File: src/bus_control_pkg.sv
package bus_control_pkg;

    // Register map, byte addresses as printed.
    localparam logic [31:0] BUS_CONTROL_ADDR       = 32'h5000_1300;
    localparam logic [31:0] STD_HIGH_COUNT_ADDR    = 32'h5000_1314;
    localparam logic [31:0] STD_LOW_COUNT_ADDR     = 32'h5000_1318;
    localparam logic [31:0] FAST_HIGH_COUNT_ADDR   = 32'h5000_131C;
    localparam logic [31:0] FAST_LOW_COUNT_ADDR    = 32'h5000_1320;

    // Field positions of the control register.
    localparam int INITIATOR_EN_BIT    = 0;
    localparam int SPEED_LSB           = 1;
    localparam int SPEED_MSB           = 2;
    localparam int TARGET_WIDE_BIT     = 3;
    localparam int INITIATOR_WIDE_BIT  = 4;
    localparam int RESTART_EN_BIT      = 5;
    localparam int TARGET_DISABLE_BIT  = 6;
    localparam int CONTROL_USED_BITS   = 7;

    // Values after reset.
    localparam logic [15:0] BUS_CONTROL_RESET = 16'h007D;
    localparam logic [15:0] STD_HIGH_RESET    = 16'h0048;
    localparam logic [15:0] STD_LOW_RESET     = 16'h004F;
    localparam logic [15:0] FAST_HIGH_RESET   = 16'h0008;
    localparam logic [15:0] FAST_LOW_RESET    = 16'h0017;

    // Speed field encodings.
    localparam logic [1:0] SPEED_STANDARD = 2'h1;
    localparam logic [1:0] SPEED_FAST     = 2'h2;

endpackage

File: src/bus_control.sv
// Function
// - Bit 6 set disables target role, resets one.
// - Bit 5 permits repeated starts, resets one.
// - Bit 4 picks initiator 10-bit addressing.
// - Bit 3 picks target 10-bit addressing.
// - Bits 2:1 select standard or fast speed.
// - Speed picks standard or fast clock counts.
// - Bit 0 enables initiator role, resets one.
//
// The plain strobed port was decided locally.
`timescale 1ns/1ns
`default_nettype none
module bus_control #(
    parameter int ADDR_W = 32
) (
    input  wire logic              i_clk_sys,
    input  wire logic              i_reset,
    input  wire logic [ADDR_W-1:0] i_addr,
    input  wire logic [15:0]       i_wdata,
    input  wire logic              i_write,
    input  wire logic              i_read,
    output logic      [15:0]       o_rdata,
    output logic                   o_initiator_enable,
    output logic                   o_target_enable,
    output logic                   o_restart_enable,
    output logic                   o_initiator_wide_addressing,
    output logic                   o_target_wide_addressing,
    output logic                   o_fast_mode,
    output logic      [15:0]       o_clock_high_count,
    output logic      [15:0]       o_clock_low_count
);

    // The decode compares whole 32-bit bus addresses, so no other width can be served.
    if (ADDR_W != 32) begin : g_addr_check
        $error("bus_control needs a 32-bit address");
    end

    typedef struct packed {
        logic [15:0] control;
        logic [15:0] standard_clock_high_count;
        logic [15:0] standard_clock_low_count;
        logic [15:0] fast_clock_high_count;
        logic [15:0] fast_clock_low_count;
        logic [15:0] rdata;
        logic [15:0] high_count;
        logic [15:0] low_count;
    } state_s;

    state_s state_reg;
    state_s state_next;
    logic   fast_sel;

    // Only the value 2 picks the fast counts; any other code keeps the safer standard rate.
    assign fast_sel = (state_reg.control[bus_control_pkg::SPEED_MSB:bus_control_pkg::SPEED_LSB]
                       == bus_control_pkg::SPEED_FAST);

    // Register writes, read data and the count selection, all computed from current state.
    always_comb begin
        state_next = state_reg;
        if (i_write) begin
            unique case (i_addr)
                bus_control_pkg::BUS_CONTROL_ADDR: begin
                    // Upper bits are masked so they stay zero.
                    state_next.control = i_wdata & 16'h007F;
                end
                bus_control_pkg::STD_HIGH_COUNT_ADDR: begin
                    state_next.standard_clock_high_count = i_wdata;
                end
                bus_control_pkg::STD_LOW_COUNT_ADDR: begin
                    state_next.standard_clock_low_count = i_wdata;
                end
                bus_control_pkg::FAST_HIGH_COUNT_ADDR: begin
                    state_next.fast_clock_high_count = i_wdata;
                end
                bus_control_pkg::FAST_LOW_COUNT_ADDR: begin
                    state_next.fast_clock_low_count = i_wdata;
                end
                default: begin
                    state_next.control = state_reg.control;
                end
            endcase
        end
        // Unmapped reads, and cycles without a read, return zero.
        state_next.rdata = 16'h0000;
        if (i_read) begin
            unique case (i_addr)
                bus_control_pkg::BUS_CONTROL_ADDR: begin
                    state_next.rdata = state_reg.control;
                end
                bus_control_pkg::STD_HIGH_COUNT_ADDR: begin
                    state_next.rdata = state_reg.standard_clock_high_count;
                end
                bus_control_pkg::STD_LOW_COUNT_ADDR: begin
                    state_next.rdata = state_reg.standard_clock_low_count;
                end
                bus_control_pkg::FAST_HIGH_COUNT_ADDR: begin
                    state_next.rdata = state_reg.fast_clock_high_count;
                end
                bus_control_pkg::FAST_LOW_COUNT_ADDR: begin
                    state_next.rdata = state_reg.fast_clock_low_count;
                end
                default: begin
                    state_next.rdata = 16'h0000;
                end
            endcase
        end
        // Counts are registered so the timer sees glitch-free values.
        state_next.high_count = fast_sel ? state_reg.fast_clock_high_count
                                         : state_reg.standard_clock_high_count;
        state_next.low_count  = fast_sel ? state_reg.fast_clock_low_count
                                         : state_reg.standard_clock_low_count;
    end

    // State register with synchronous reset.
    always_ff @(posedge i_clk_sys) begin
        if (i_reset) begin
            state_reg.control                   <= bus_control_pkg::BUS_CONTROL_RESET;
            state_reg.standard_clock_high_count <= bus_control_pkg::STD_HIGH_RESET;
            state_reg.standard_clock_low_count  <= bus_control_pkg::STD_LOW_RESET;
            state_reg.fast_clock_high_count     <= bus_control_pkg::FAST_HIGH_RESET;
            state_reg.fast_clock_low_count      <= bus_control_pkg::FAST_LOW_RESET;
            state_reg.rdata                     <= 16'h0000;
            state_reg.high_count                <= bus_control_pkg::FAST_HIGH_RESET;
            state_reg.low_count                 <= bus_control_pkg::FAST_LOW_RESET;
        end else begin
            state_reg <= state_next;
        end
    end

    // Role and format outputs straight from the control flops.
    // Both roles can be enabled together if software misbehaves; the hardware does not arbitrate.
    assign o_initiator_enable          = state_reg.control[bus_control_pkg::INITIATOR_EN_BIT];
    assign o_target_enable             = ~state_reg.control[bus_control_pkg::TARGET_DISABLE_BIT];
    assign o_restart_enable            = state_reg.control[bus_control_pkg::RESTART_EN_BIT];
    assign o_initiator_wide_addressing = state_reg.control[bus_control_pkg::INITIATOR_WIDE_BIT];
    assign o_target_wide_addressing    = state_reg.control[bus_control_pkg::TARGET_WIDE_BIT];
    assign o_fast_mode                 = fast_sel;
    assign o_clock_high_count          = state_reg.high_count;
    assign o_clock_low_count           = state_reg.low_count;
    assign o_rdata                     = state_reg.rdata;

    // Upper control bits never become set.
    upper_zero_a: assert property (@(posedge i_clk_sys) disable iff (i_reset)
        state_reg.control[15:7] == 9'h000) else $error("upper control bits set");

    // Leaving reset shows the reset control value and the fast high count that it selects.
    reset_value_a: assert property (
        @(posedge i_clk_sys) disable iff (i_reset)
        $fell(i_reset) |-> (state_reg.control == bus_control_pkg::BUS_CONTROL_RESET
                            && o_clock_high_count == bus_control_pkg::FAST_HIGH_RESET))
        else $error("reset values wrong");

    // A write to control shows on the target enable one cycle later.
    target_write_a: assert property (@(posedge i_clk_sys) disable iff (i_reset)
        (i_write && i_addr == bus_control_pkg::BUS_CONTROL_ADDR)
        |=> (o_target_enable == !$past(i_wdata[6]))) else $error("target enable wrong");

    // Restart permission follows bit 5.
    restart_write_a: assert property (@(posedge i_clk_sys) disable iff (i_reset)
        (i_write && i_addr == bus_control_pkg::BUS_CONTROL_ADDR)
        |=> (o_restart_enable == $past(i_wdata[5]))) else $error("restart enable wrong");

    // Initiator address width follows bit 4.
    init_wide_a: assert property (@(posedge i_clk_sys) disable iff (i_reset)
        (i_write && i_addr == bus_control_pkg::BUS_CONTROL_ADDR)
        |=> (o_initiator_wide_addressing == $past(i_wdata[4]))) else $error("init width wrong");

    // Target address width follows bit 3.
    target_wide_a: assert property (@(posedge i_clk_sys) disable iff (i_reset)
        (i_write && i_addr == bus_control_pkg::BUS_CONTROL_ADDR)
        |=> (o_target_wide_addressing == $past(i_wdata[3]))) else $error("target width wrong");

    // Fast mode exactly when the speed field holds two.
    speed_field_a: assert property (@(posedge i_clk_sys) disable iff (i_reset)
        (i_write && i_addr == bus_control_pkg::BUS_CONTROL_ADDR)
        |=> (o_fast_mode == ($past(i_wdata[2:1]) == 2'h2))) else $error("speed decode wrong");

    // Control changes only on its own write, so traffic to the counts leaves the roles alone.
    control_hold_a: assert property (@(posedge i_clk_sys) disable iff (i_reset)
        !(i_write && i_addr == bus_control_pkg::BUS_CONTROL_ADDR)
        |=> $stable(state_reg.control))
        else $error("control changed without write");

    // The selected high count matches the speed one cycle later when unchanged.
    count_select_a: assert property (@(posedge i_clk_sys) disable iff (i_reset)
        (!i_write && $stable(fast_sel)) |=> (o_clock_high_count ==
         ($past(fast_sel) ? state_reg.fast_clock_high_count
                          : state_reg.standard_clock_high_count)))
        else $error("count select wrong");

    // The low count follows the same selection as the high count.
    low_select_a: assert property (@(posedge i_clk_sys) disable iff (i_reset)
        (!i_write && $stable(fast_sel)) |=> (o_clock_low_count ==
         ($past(fast_sel) ? state_reg.fast_clock_low_count
                          : state_reg.standard_clock_low_count)))
        else $error("low count select wrong");

    // Each count write lands whole, all 16 bits, one cycle later, so software can trim freely.
    std_high_write_a: assert property (@(posedge i_clk_sys) disable iff (i_reset)
        (i_write && i_addr == bus_control_pkg::STD_HIGH_COUNT_ADDR)
        |=> (state_reg.standard_clock_high_count == $past(i_wdata)))
        else $error("standard high count write lost");

    std_low_write_a: assert property (@(posedge i_clk_sys) disable iff (i_reset)
        (i_write && i_addr == bus_control_pkg::STD_LOW_COUNT_ADDR)
        |=> (state_reg.standard_clock_low_count == $past(i_wdata)))
        else $error("standard low count write lost");

    fast_high_write_a: assert property (@(posedge i_clk_sys) disable iff (i_reset)
        (i_write && i_addr == bus_control_pkg::FAST_HIGH_COUNT_ADDR)
        |=> (state_reg.fast_clock_high_count == $past(i_wdata)))
        else $error("fast high count write lost");

    fast_low_write_a: assert property (@(posedge i_clk_sys) disable iff (i_reset)
        (i_write && i_addr == bus_control_pkg::FAST_LOW_COUNT_ADDR)
        |=> (state_reg.fast_clock_low_count == $past(i_wdata)))
        else $error("fast low count write lost");

    // Initiator enable follows bit 0.
    init_enable_a: assert property (@(posedge i_clk_sys) disable iff (i_reset)
        (i_write && i_addr == bus_control_pkg::BUS_CONTROL_ADDR)
        |=> (o_initiator_enable == $past(i_wdata[0]))) else $error("initiator enable wrong");

    // Reading control returns it with zero upper bits.
    control_read_a: assert property (@(posedge i_clk_sys) disable iff (i_reset)
        (i_read && i_addr == bus_control_pkg::BUS_CONTROL_ADDR)
        |=> (o_rdata[15:7] == 9'h000)) else $error("control read upper bits");

    // A control read hands back the seven used bits exactly as they stood.
    control_value_a: assert property (@(posedge i_clk_sys) disable iff (i_reset)
        (i_read && i_addr == bus_control_pkg::BUS_CONTROL_ADDR)
        |=> (o_rdata == {9'h000, $past(state_reg.control[6:0])}))
        else $error("control read value wrong");

endmodule
`default_nettype wire

File: config.mk
export PLATFORM = sky130hd
export DESIGN_NAME = bus_control
export DESIGN_NICKNAME = d
export VERILOG_FILES = /design/src/bus_control_pkg.sv /design/src/bus_control.sv
export SDC_FILE = /design/constraint.sdc
export NUM_CORES = 1
export LEC_CHECK = 0
export BUFFER_PORTS_ARGS = -buffer_cell sky130_fd_sc_hd__buf_4
export CAP_MARGIN = 0
export CORE_MARGIN = 2
export CORE_UTILIZATION = 34
export DETAILED_ROUTE_END_ITERATION = 10
export PLACE_DENSITY_LB_ADDON = 0.2
export SYNTH_ARGS = -nofsm -noshare
export SYNTH_HDL_FRONTEND = slang
export SYNTH_SLANG_ARGS = --single-unit
File: constraint.sdc
create_clock -name i_clk_sys -period 2.05 [get_ports i_clk_sys]
set_input_delay 0.205 -clock i_clk_sys [delete_from_list [all_inputs] [get_ports i_clk_sys]]
set_output_delay 0.205 -clock i_clk_sys [all_outputs]
set_load 0.01 [all_outputs]
Word-level counts from Yosys, hierarchy flattened --
Cells that the tools add are included.
Storage, ports and cells: register bits after elaboration 119, bits in latches 0, bits in writable memories 0, bits in read-only memories 0, input port bits 52, output and inout port bits 54, word-level logic and storage cells 25, memories 0
Cells by class: add/sub/neg operators 0, $mul 0, divide/modulo/power cells 0, order comparisons 0, eq/ne operators 6, shifts and indexed selects 0, muxes and demuxes 3, bitwise gates (word level) 2, reduce and logical (&&, ||, !) cells 6
Operators by type and width (number):
- $eq 32x31->1 const B | 5
- $pmux 16 s5 | 1
- $mux 16 | 2
- $reduce_and 2->1 | 5
- $eq 2x2->1 const B | 1
- $not 1->1 | 2
- $reduce_or 2->1 | 1

Longest topological paths before layout --
depth after elaboration 2, mapped depth 7, mapped depth without buffers 4

Least setup slack after synthesis --
OpenSTA, ideal clock, no wires.
path type input to register, start point input i_addr[15], end point register state_reg (netlist bit o_target_wide_addressing), library setup time 126 ps, data arrival time 1444 ps, data required time 1924 ps, setup slack 480 ps, stages 5, path buffers 1, cells stage by stage nor4_4 -> nand4_2 -> or4_4 -> buf_6 -> mux2i_1
On the way: word-level cells in the longest chain between the ends 2
Ends and longest elaborated chain:
- start, declared | RTL line bus_control.sv:18 | input wire logic [ADDR_W-1:0] i_addr,
- $eq 32x31->1 | RTL line bus_control.sv:61 | unique case (i_addr)
- $reduce_and 2->1 (no source line)
- end signal, assigned | RTL line bus_control.sv:126 | state_reg <= state_next;
- end, declared | RTL line bus_control.sv:49 | state_s state_reg;
Every way passes these cells. A chain may end at the register's enable or synchronous reset.

Final worst setup path --
start point register state_reg[113] (netlist bit), end point output o_fast_mode
On the way: word-level cells in the longest chain between the ends 1
Ends and longest elaborated chain:
- $eq 2x2->1 | RTL line bus_control.sv:55 | == bus_control_pkg::SPEED_FAST);
- end, declared | RTL line bus_control.sv:28 | output logic o_fast_mode,
Every way passes these cells.

==> reports/results.tsv <==
metric	value	unit
run_status	completed	
use_met1	0.2163	
path_clk_slew	0.05	ns
vias	4126	
track_usage	0.1747	
globalRouteMet2Util	0.2886	
syn_to_final_growth	22.78	%
drt-initial-drc-count	298	
die_w	131.0	um
drive_above_1_share	0.2886	
drt_wl_total	14200	um
startpoint_type	flip-flop	
core.rowCount	46	
synth.distinct_cells	35	
reg2reg_depth	4	
grt_max_degree	54	
hold_path_end	state_reg[51]	
setup_violations	0	
clock.fmax	600.7	MHz
r2r_setup_slack	0.76	ns
die_y	131.0	um
pwr_density_cell	782.6	mW/mm^2
min_path_cells	3	
cts.htree.levels	4	
reg2reg_to	o_clock_high_count[5]	
clockBufferDepth	2	
grt_pass1_wl	22330	um
synth_nets	623	
hold_viol	0	
nets	683	
critPathKind	flip-flop to output pin	
drt-vias-per-instance	4.814	
num_antenna_cells	0	
post_cts_resized	0	
p_leak	0.002956	uW
ys_seq_area_frac	0.4346	
slew_headroom	0.6369	
drt_pre_antenna_iters	4	
synth_seq_cells	119	
core	0.01583	mm^2
hold_buffers	0	
crit_path_max_fanout	19	
synth_area	0.005482	mm^2
cts_tree	yes	
clk_latency	0.42	ns
worstMarginPinSlew	0.5422	ns
wl_per_cell	16.57	um
crit_start	state_reg[113]	
avgSynthCellArea	9.600	um^2
synth_warnings	0	
grt-busiest-layer	met2	
grt_pass1_vias	4134	
rsz0062_at_grt	no	
tns	0	ns
synth_cells	571	
cp.arrival	1.46	ns
worstHoldStart	i_wdata[3]	
ir_drop	0.0006331	V
drt.antenna.violating_nets	0	
fin_crit_sh	0.8121	
required	1.85	ns
cts-root-buf	clkbuf_16	
maxCapViolCount	0	
grt_overflow	0	
largest_reg_flops	67	
layout_common_cells	buf_4 (125), dfxtp_1 (119), mux2i_1 (78)	
drcViolationCount	0	
numPortBuffers	105	
num_io_pins	106	
cts_setup_buffers	0	
use_met3	0.04723	
cp-end-kind	output pin	
hpwl	9630	um
cts_made_buffers	17	
layout_commonest_cell	buf_4	
finalCriticalPeriod	1.665	ns
gp_congestion	0.7653	
r2r-start	state_reg[113]	
drv_slew	0	
dieArea	0.01715	mm^2
clock-sinks	119	
holdWs	0.06863	ns
finalClockSkew	0.01087	ns
hold_path.class	input port to flip-flop	
initial_utilization	0.3463	
antenna_found_initial	0	
-- Yosys cell counts --
cell	instances	area [um^2]
and4bb_2	1	12.51
o22a_1	7	61.31
a22o_1	9	78.83
o211a_1	1	10.01
buf_4	49	367.9
nor3_2	2	20.02
nor4b_1	1	8.760
nor4_4	3	63.81
inv_1	3	11.26
a21oi_1	27	135.1
nand2b_1	70	437.9
nor4b_2	1	15.01
mux2_2	16	180.2
nand2_1	65	244.0
nor3_1	1	5.000
and4_1	2	17.52
clkbuf_1	20	75.07
nand4_2	2	25.02
o2111ai_1	1	8.760
nand3_1	2	10.01
nor2_1	42	157.7
dfxtp_1	119	2382
buf_1	5	18.77
a22oi_1	16	120.1
nand4_4	1	21.27
nor4b_4	2	47.55
or4_4	1	11.26
and3_1	2	12.51
nand3_2	1	10.01
buf_6	1	11.26
nand3b_1	6	45.04
mux2i_1	78	780.8
nor2b_1	2	12.51
buf_2	10	50.05
or3_1	2	12.51
-- routing by layer --
layer,up-vias,share of wire,wire [um]
met5,-,0,0
met4,0,0.018,261
met3,17,0.054,764
met2,114,0.49,7024
met1,1988,0.43,6147
li1,2007,-,-
-- layout make-up --
type | instances | area (um^2)
tap | 216 | 270.3
clock buffer | 20 | 446.7
fill | 1516 | 9097
inverter | 3 | 11.26
multi-input combinational | 364 | 2580
timing repair buffer | 126 | 958.4
sequential | 119 | 2382
clock inverter | 9 | 81.33
-- through the flow --
step	cells	power, uW	setup WS (ns)	utilization	area (um^2)
2_1_floorplan	571	2492	0.4796	-	5482
3_3_place_gp	828	2620	0.2465	0.3919	6202
3_5_place_dp	828	2626	0.2099	0.3919	6202
4_1_cts	857	5320	0.3595	0.4252	6730
5_1_grt	857	5461	0.2773	0.4252	6730
6_report	857	5267	0.3852	0.4252	6730
-- worst max-delay path, stage by stage, from the launching register on --
cell      delay, ns
dfxtp_1        0.33
nand2b_1       0.18
inv_1          0.08
buf_4          0.27
buf_4          0.17
-- power breakdown --
part	internal [uW]	switching [uW]
combinational	129	132
sequential	2310	0.000000231
clock	1660	1030
total	4110	1160
-- how the worst max path moves through the flow --
stage                                          end  slack [ns]  depth (start not counted)
after detailed placement  o_target_wide_addressing        0.21                          5
after floorplan           o_target_wide_addressing        0.48                          5
after global placement    o_target_wide_addressing        0.25                          5
final                                  o_fast_mode        0.39                          4
after CTS                              o_fast_mode        0.36                          4
after global routing                   o_fast_mode        0.28                          4
-- cell families after synthesis --
| group | count (synthesis) | synth area share |
|---|---|---|
| DFF | 119 | 0.4346 |
| and+or+nand+nor | 209 | 0.2171 |
| muxes | 94 | 0.1753 |
| buffers and inverters | 88 | 0.09747 |
| AOI/OAI and AO/OA | 61 | 0.07556 |
No activity file was read; power rests on OpenSTA's default activity.
